### config.mk
export PLATFORM = sky130hd
export DESIGN_NAME = adcres_top
export DESIGN_NICKNAME = d
export VERILOG_FILES = /design/src/verilog/adcres_pkg.sv /design/src/verilog/adcres_top.sv
export VERILOG_INCLUDE_DIRS = /design/src /design/src/verilog
export SDC_FILE = /design/constraint.sdc
export NUM_CORES = 1
export LEC_CHECK = 0
export BUFFER_PORTS_ARGS = -buffer_cell sky130_fd_sc_hd__buf_2
export CAP_MARGIN = 20
export CORE_UTILIZATION = 35
export DETAILED_ROUTE_END_ITERATION = 10
export GPL_TIMING_DRIVEN = 0
export PLACE_DENSITY_LB_ADDON = 0.25
export SLEW_MARGIN = 20
export SYNTH_ARGS = -nofsm -noshare
export SYNTH_HDL_FRONTEND = slang
export SYNTH_SLANG_ARGS = --single-unit
### constraint.sdc
create_clock -name CORE_CLK -period 3.4 [get_ports CORE_CLK]
set_input_delay 1.02 -clock CORE_CLK [delete_from_list [all_inputs] [get_ports CORE_CLK]]
set_output_delay 1.02 -clock CORE_CLK [all_outputs]
set_load 0.03 [all_outputs]
### src/verilog/adcres_map.svh
`ifndef ADCRES_MAP_SVH
`define ADCRES_MAP_SVH
// byte addresses seen by the cpu
`define ADCRES_ADDR_RES_LO 16'hFF08
`define ADCRES_ADDR_RES_HI 16'hFF09
`define ADCRES_ADDR_CHAN 16'hFF0E
`define ADCRES_ADDR_T0_LO 16'hFF16
`define ADCRES_ADDR_T0_HI 16'hFF17
`define ADCRES_ADDR_T1_LO 16'hFF18
`define ADCRES_ADDR_T1_HI 16'hFF19
`define ADCRES_ADDR_HIGH_VIEW 16'hFF1A
// result width and fixed-zero padding
`define ADCRES_RES_W 10
`define ADCRES_PAD_W 6
`define ADCRES_PAD 6'h00
// reset values
`define ADCRES_RST_RES 10'h000
`define ADCRES_RST_BYTE 8'h00
// channel-select layout
`define ADCRES_CHAN_MASK 8'h3F
`define ADCRES_CHAN_LSB 0
`define ADCRES_CHAN_MSB 3
`define ADCRES_METHOD_LSB 4
`define ADCRES_METHOD_MSB 5
`define ADCRES_BITSEL_MAX 3'h5
// unmapped reads answer this
`define ADCRES_UNMAPPED 16'h0000
`endif

### src/verilog/adcres_pkg.sv
package adcres_pkg;
	// start-method field encodings
	typedef enum logic [1:0] {
		ADCRES_SW_START = 2'h0,
		ADCRES_TMR0_SYNC = 2'h1,
		ADCRES_TMR1_SYNC = 2'h2,
		ADCRES_BAD_START = 2'h3
	} adcres_method_type;
	// read handshake states
	typedef enum logic [1:0] {
		ADCRES_RD_IDLE = 2'b00,
		ADCRES_RD_WAIT = 2'b01,
		ADCRES_RD_DONE = 2'b10
	} adcres_rd_state_type;
endpackage

### src/verilog/adcres_top.sv
`timescale 1ns/1ps
`include "adcres_map.svh"
module adcres_top (
	input wire logic CORE_CLK,
	input wire logic SYS_RST,
	// converter core, same clock
	input wire logic CONV_END,
	input wire logic [9:0] SAR_VALUE,
	// writes to the mode and pin configuration registers
	input wire logic MODE_REG_WR,
	input wire logic PIN_CFG_WR,
	// cpu memory access port
	input wire logic [15:0] BUS_ADDR,
	input wire logic BUS_RD,
	input wire logic BUS_WR,
	input wire logic BUS_WORD,
	input wire logic BUS_BIT,
	input wire logic [2:0] BUS_BIT_SEL,
	input wire logic [7:0] BUS_WDATA,
	output logic [15:0] BUS_RDATA,
	output logic BUS_RVALID,
	output logic BUS_WAIT,
	// decoded channel and start method, and the stale marker
	output logic [3:0] CHANNEL_SEL,
	output adcres_pkg::adcres_method_type START_METHOD,
	output logic RESULT_STALE
);
	import adcres_pkg::*;

	// general result word, ten live bits
	logic [`ADCRES_RES_W-1:0] conv_result_word_r;
	// separate byte views
	logic [7:0] conv_result_high_byte_r;
	logic [7:0] conv_result_low_byte_r;
	// timer-synchronised words and low bytes
	logic [`ADCRES_RES_W-1:0] timer0_sync_result_word_r;
	logic [`ADCRES_RES_W-1:0] timer1_sync_result_word_r;
	logic [7:0] timer0_sync_result_low_r;
	logic [7:0] timer1_sync_result_low_r;
	// channel select register, top two bits always zero
	logic [7:0] channel_select_reg_r;
	logic [7:0] channel_select_reg_nxt;
	// read path
	adcres_rd_state_type rd_state_r;
	logic [15:0] rd_addr_r;
	logic rd_word_r;
	logic [15:0] rd_data_nxt;
	logic [15:0] rdata_r;
	logic rvalid_r;
	logic wait_r;
	// stale marker
	logic stale_r;
	// decoded strobes
	logic rd_take;
	logic chan_wr;
	logic cfg_touch;
	adcres_method_type method;

	// pad a ten-bit result out to the bus word
	function automatic logic [15:0] pad_word(input logic [`ADCRES_RES_W-1:0] v);
		pad_word = {`ADCRES_PAD, v};
	endfunction

	// upper two result bits as a zero-padded byte
	function automatic logic [7:0] upper_byte(input logic [`ADCRES_RES_W-1:0] v);
		upper_byte = {`ADCRES_PAD, v[`ADCRES_RES_W-1:8]};
	endfunction

	// the live start method, straight from the register
	assign method = adcres_method_type'(
		channel_select_reg_r[`ADCRES_METHOD_MSB:`ADCRES_METHOD_LSB]);
	// a read is only taken while no other is in flight
	assign rd_take = BUS_RD && (rd_state_r == ADCRES_RD_IDLE);
	assign chan_wr = BUS_WR && (BUS_ADDR == `ADCRES_ADDR_CHAN);
	// any write that can disturb the converter
	assign cfg_touch = chan_wr || MODE_REG_WR || PIN_CFG_WR;

	// general result capture
	always_ff @(posedge CORE_CLK or posedge SYS_RST) begin
		if (SYS_RST) begin
			conv_result_word_r <= `ADCRES_RST_RES;
		end else if (CONV_END) begin
			conv_result_word_r <= SAR_VALUE;
		end
	end

	// byte views, same event as the word
	always_ff @(posedge CORE_CLK or posedge SYS_RST) begin
		if (SYS_RST) begin
			conv_result_low_byte_r <= `ADCRES_RST_BYTE;
			conv_result_high_byte_r <= `ADCRES_RST_BYTE;
		end else if (CONV_END) begin
			conv_result_low_byte_r <= SAR_VALUE[7:0];
			conv_result_high_byte_r <= SAR_VALUE[`ADCRES_RES_W-1:2];
		end
	end

	// timer 0 synchronised capture
	always_ff @(posedge CORE_CLK or posedge SYS_RST) begin
		if (SYS_RST) begin
			timer0_sync_result_word_r <= `ADCRES_RST_RES;
			timer0_sync_result_low_r <= `ADCRES_RST_BYTE;
		end else if (CONV_END && method == ADCRES_TMR0_SYNC) begin
			timer0_sync_result_word_r <= SAR_VALUE;
			timer0_sync_result_low_r <= SAR_VALUE[7:0];
		end
	end

	// timer 1 synchronised capture
	always_ff @(posedge CORE_CLK or posedge SYS_RST) begin
		if (SYS_RST) begin
			timer1_sync_result_word_r <= `ADCRES_RST_RES;
			timer1_sync_result_low_r <= `ADCRES_RST_BYTE;
		end else if (CONV_END && method == ADCRES_TMR1_SYNC) begin
			timer1_sync_result_word_r <= SAR_VALUE;
			timer1_sync_result_low_r <= SAR_VALUE[7:0];
		end
	end
	// the prohibited method code captures into neither timer word,
	// so a bad setting cannot corrupt a good timer result

	// next channel select value
	always_comb begin
		channel_select_reg_nxt = channel_select_reg_r;
		if (chan_wr) begin
			if (BUS_BIT) begin
				if (BUS_BIT_SEL <= `ADCRES_BITSEL_MAX) begin
					channel_select_reg_nxt[BUS_BIT_SEL] = BUS_WDATA[0];
				end
			end else begin
				channel_select_reg_nxt = BUS_WDATA & `ADCRES_CHAN_MASK;
			end
		end
	end

	// channel select register
	always_ff @(posedge CORE_CLK or posedge SYS_RST) begin
		if (SYS_RST) begin
			channel_select_reg_r <= `ADCRES_RST_BYTE;
		end else begin
			channel_select_reg_r <= channel_select_reg_nxt;
		end
	end
	// method changes mid-run are the software's problem: it must
	// stop conversion first, so the capture here uses the live field
	// relies on stopped converter

	// stale marker: a config write beats a same-cycle conversion end,
	// because the converter may have been disturbed by that write
	always_ff @(posedge CORE_CLK or posedge SYS_RST) begin
		if (SYS_RST) begin
			stale_r <= 1'b0;
		end else if (cfg_touch) begin
			stale_r <= 1'b1;
		end else if (CONV_END) begin
			stale_r <= 1'b0;
		end
	end

	// read decode from the captured address
	always_comb begin
		rd_data_nxt = `ADCRES_UNMAPPED;
		if (rd_word_r) begin
			unique case ({rd_addr_r[15:1], 1'b0})
				`ADCRES_ADDR_RES_LO: rd_data_nxt = pad_word(conv_result_word_r);
				`ADCRES_ADDR_T0_LO: rd_data_nxt = pad_word(timer0_sync_result_word_r);
				`ADCRES_ADDR_T1_LO: rd_data_nxt = pad_word(timer1_sync_result_word_r);
				default: rd_data_nxt = `ADCRES_UNMAPPED;
			endcase
		end else begin
			unique case (rd_addr_r)
				`ADCRES_ADDR_RES_LO: rd_data_nxt = {8'h00, conv_result_low_byte_r};
				`ADCRES_ADDR_RES_HI: rd_data_nxt = {8'h00, upper_byte(conv_result_word_r)};
				`ADCRES_ADDR_HIGH_VIEW: rd_data_nxt = {8'h00, conv_result_high_byte_r};
				`ADCRES_ADDR_T0_LO: rd_data_nxt = {8'h00, timer0_sync_result_low_r};
				`ADCRES_ADDR_T0_HI: rd_data_nxt = {8'h00,
					upper_byte(timer0_sync_result_word_r)};
				`ADCRES_ADDR_T1_LO: rd_data_nxt = {8'h00, timer1_sync_result_low_r};
				`ADCRES_ADDR_T1_HI: rd_data_nxt = {8'h00,
					upper_byte(timer1_sync_result_word_r)};
				`ADCRES_ADDR_CHAN: rd_data_nxt = {8'h00, channel_select_reg_r};
				default: rd_data_nxt = `ADCRES_UNMAPPED;
			endcase
		end
	end

	// read sequencer: take, wait one cycle, answer
	always_ff @(posedge CORE_CLK or posedge SYS_RST) begin
		if (SYS_RST) begin
			rd_state_r <= ADCRES_RD_IDLE;
		end else begin
			unique case (rd_state_r)
				ADCRES_RD_IDLE: if (rd_take) begin
					rd_state_r <= ADCRES_RD_WAIT;
				end
				ADCRES_RD_WAIT: rd_state_r <= ADCRES_RD_DONE;
				ADCRES_RD_DONE: rd_state_r <= ADCRES_RD_IDLE;
				// code 11 is unreachable; recover to idle
				default: rd_state_r <= ADCRES_RD_IDLE;
			endcase
		end
	end

	// captured request
	always_ff @(posedge CORE_CLK or posedge SYS_RST) begin
		if (SYS_RST) begin
			rd_addr_r <= 16'h0000;
			rd_word_r <= 1'b0;
		end else if (rd_take) begin
			rd_addr_r <= BUS_ADDR;
			rd_word_r <= BUS_WORD;
		end
	end

	// answer registers; data sampled at the end of the wait cycle
	always_ff @(posedge CORE_CLK or posedge SYS_RST) begin
		if (SYS_RST) begin
			rdata_r <= 16'h0000;
			rvalid_r <= 1'b0;
			wait_r <= 1'b0;
		end else begin
			wait_r <= rd_take;
			rvalid_r <= (rd_state_r == ADCRES_RD_WAIT);
			if (rd_state_r == ADCRES_RD_WAIT) begin
				rdata_r <= rd_data_nxt;
			end
		end
	end

	// outputs straight from flops
	assign BUS_RDATA = rdata_r;
	assign BUS_RVALID = rvalid_r;
	assign BUS_WAIT = wait_r;
	assign CHANNEL_SEL = channel_select_reg_r[`ADCRES_CHAN_MSB:`ADCRES_CHAN_LSB];
	assign START_METHOD = method;
	assign RESULT_STALE = stale_r;
endmodule // adcres_top

==> flow_metrics.tcl <==
set metrics [dict create \
    dieWidth_microns 105 \
    netlist_instances 326 \
    synthesis.area_per_instance_sq_um 11.4 \
    num_antenna_cells 0 \
    grt_max_degree 53 \
    layout_worst_path_cycle_share_pct 69.3 \
    achievable-frequency_ghz 0.424 \
    worst_skew_pair.late_latency_ns 0.36 \
    setup_viol_count_final 0 \
    pre_cts_slack_ns 0.657 \
    static-leakage-power_nw 2.05 \
    dpl.cell_count 528 \
    rsz0062_at_grt "false" \
    cts.repair.resized 0 \
    wl_per_cell_microns 17.7 \
    timing_worst_setup_path_type "in2reg" \
    grt_remaining_overflow 0 \
    postLayoutCoreUtil_pct 43.1 \
    maxSlewViolCount 0 \
    post-synth-top-area-fraction_pct 47.0 \
    clock_buffers_created_by_tritoncts 9 \
    post_synth_instance_area_sq_um 3730 \
    vias_in_the_first_global_route 2931 \
    floorplan.initialDensity_pct 36.1 \
    dp_hpwl_microns 7050 \
    postCtsSetupRepairBufs 0 \
    met1_usage_pct 24.5 \
    design.core.area_sq_um 10300 \
    filler_cell_count 1035 \
    synth_cell_types 57 \
    grt_first_pass_wirelength_microns 15900 \
    stdcell_count 544 \
    run_status "finished, final reports clean" \
    number_of_standard_cell_rows_in_the_floorplan 37 \
    area_contributors_post_synth "dfrtp_1 (47%), mux2_2 (15%), a22oi_1 (4.2%)" \
    ys_async_rst_share_pct 100 \
    initialDrtViolationCount 213 \
    final_clock_skew_ns 0.0113 \
    antenna_found_initial 0 \
    yosys_top_cell_by_area "dfrtp_1" \
    cell_area_after_layout_sq_um 4450 \
    dieArea_sq_um 11100 \
    power_density_nw_per_um2 471 \
    crit_path_top_delay_cell "buf_1" \
    cpMostUsedCell "buf_2" \
    clkTransAtPathRegs_ns 0.08 \
    synth_seq_area_share_pct 47.0 \
    synth_warnings 0 \
    worstMarginPinSlew_ns 0.811 \
    place.gp.congestion 0.845 \
    fin_ws_ns 1.04 \
    synth-main-ff-cell "dfrtp_1" \
    totalWireLength_microns 9610 \
    tritoncts "done" \
    worstPathBufferInverterCount 3 \
    worst_setup_path_end_kind "flip-flop" \
    synth_to_layout_area_growth_pct 19.3 \
    cts.root.buffer_cell "clkbuf_8" \
    synth_enable_flop_cells 0 \
    timing.critical_path.max_delay_family "buffers and inverters" \
    max_cap_viols 0 \
    synth_seq_cells 70 \
    worstPathMaxFanout 10 \
    dpl-instance-area_sq_um 4250 \
    track_usage_pct 18.9 \
    clockBufferDepth 2 \
    path_category_of_the_worst_min_delay_check "reg2reg" \
    worst_ir_drop_vdd_uv 160 \
    boundaryPins 71 \
    floorplan.die.height_microns 105 \
    min_period_ns 2.36 \
    clock_sinks 70 \
    finalHoldWorstSlack_ns 0.452 \
    crit_chain "buf_2 -> nor3b_1 -> buf_2 -> buf_1 -> mux2_2" \
    final_nets 449 \
    timing.max_slew.rel_slack_pct 45.5 \
    global_route.usage.met2_pct 29.9 \
    hold_viol_final 0 \
    port_buffers 60 \
    groute.layer.met3.usage_pct 4.02 \
    critical_path_arrival_ns 2.59 \
    detailroute.via_count 2950 \
    tns_ns 0 \
    final_layout_size_suffix_gt1_share_pct 38.7 \
    detailedRoute.firstPassIterationCount 4 \
    power_mw 2.10 \
    critical-path-max-stage-delay_ns 0.45 \
    top_usage_layer "met2" \
    vias_per_cell 5.42 \
    startpoint_type_of_the_worst_setup_path "primary input" \
    cts_htree_levels 3 \
    drc 0 \
    cts_hold_buffers 0 \
    final_antenna_violating_net_count 0 \
    worstPathRequired_ns 3.64 \
]
[sequential cells by signal, indices dropped and copies added (netlist names), 2 cells and up]
name	cells
BUS_RDATA	10
channel_select_reg_r	8
conv_result_word_r	10
rd_addr_r	16
rd_state_r	2
timer0_sync_result_word_r	10
timer1_sync_result_word_r	10
[cells in the mapped netlist (2+ instances only)]
master / count
buf_1: 2
and3_1: 2
nand4b_1: 3
nand3b_1: 4
nand4_1: 9
nor2b_1: 6
a21oi_1: 6
a41oi_1: 2
nand2b_1: 3
a21o_1: 4
a31oi_1: 3
nor3b_1: 3
and4_1: 2
a21boi_0: 2
mux2i_1: 2
clkbuf_1: 8
a22oi_1: 21
a2bb2oi_1: 2
buf_2: 3
buf_4: 12
nand2_1: 12
nor3_1: 2
a22o_1: 8
nor4b_1: 4
o21ai_0: 13
dfrtp_1: 70
a211o_1: 3
nor2_1: 10
o21a_1: 2
nor4_4: 2
buf_6: 4
o22ai_1: 8
mux2_2: 50
inv_1: 5
nand3_1: 11
or3_1: 2
[worst paths after layout]
path                            slack (ns)                      end  depth (start not counted)          start
worst min register to register        0.45            rd_state_r[0]                          1  rd_state_r[1]
worst min-delay path                  0.45            rd_state_r[0]                          1  rd_state_r[1]
worst max-delay path                  1.04             rd_addr_r[6]                          5         BUS_RD
worst max register to register        1.11             BUS_RDATA[2]                          5   rd_addr_r[1]
min in group asynchronous             0.60  channel_select_reg_r[0]                          2        SYS_RST
max in group asynchronous             2.26             BUS_RDATA[1]                          3        SYS_RST
[cells by family after synthesis]
group,Yosys count,share of synthesized area (%)
DFF,70,47.0
muxes,52,15.6
AOI/OAI and AO/OA,80,15.3
and+or+nand+nor,89,16.4
other,1,0.101
buffers and inverters,34,5.54
[layout by cell type (no fill, tap or decap), types with 9 or more instances in the layout]
master	n
dfrtp_1	70
buf_2	63
mux2_2	50
a22oi_1	21
o21ai_0	13
nand2_1	12
buf_4	12
nand3_1	11
clkbuf_8	11
clkbuf_1	10
nor2_1	10
nand4_1	9
[power breakdown]
| group | switching, mW | internal (mW) | leakage [nW] |
|---|---|---|---|
| clock network | 0.313 | 0.378 | 0.0996 |
| logic | 0.232 | 0.192 | 1.05 |
| registers | 0.0766 | 0.904 | 0.907 |
| total | 0.622 | 1.47 | 2.05 |
[routing by layer]
metal,wire (microns),share of wire (%)
met1,4210,44
met2,4630,48
met3,534,5.6
met4,232,2.4
met5,0,0
[worst register-to-register path, stage by stage (launching register included)]
cell and delay (ns):
dfrtp_1 0.47, nor2_1 0.56, nand2_1 0.20, nor4_2 0.65
a22o_1 0.24, a211o_1 0.10
[cell type report]
type                            count  area (sq um)  area share [%]
Buffer                             29           188            4.22
Clock buffer                       13           159            3.57
Clock inverter                      3          42.5           0.956
Inverter                            5          21.3           0.478
Multi-Input combinational cell    227          1790            40.2
Sequential cell                    70          1750            39.4
Tap cell                          136           170            3.82
Timing Repair Buffer               61           328            7.37
Power figures use the tool's default switching activity.
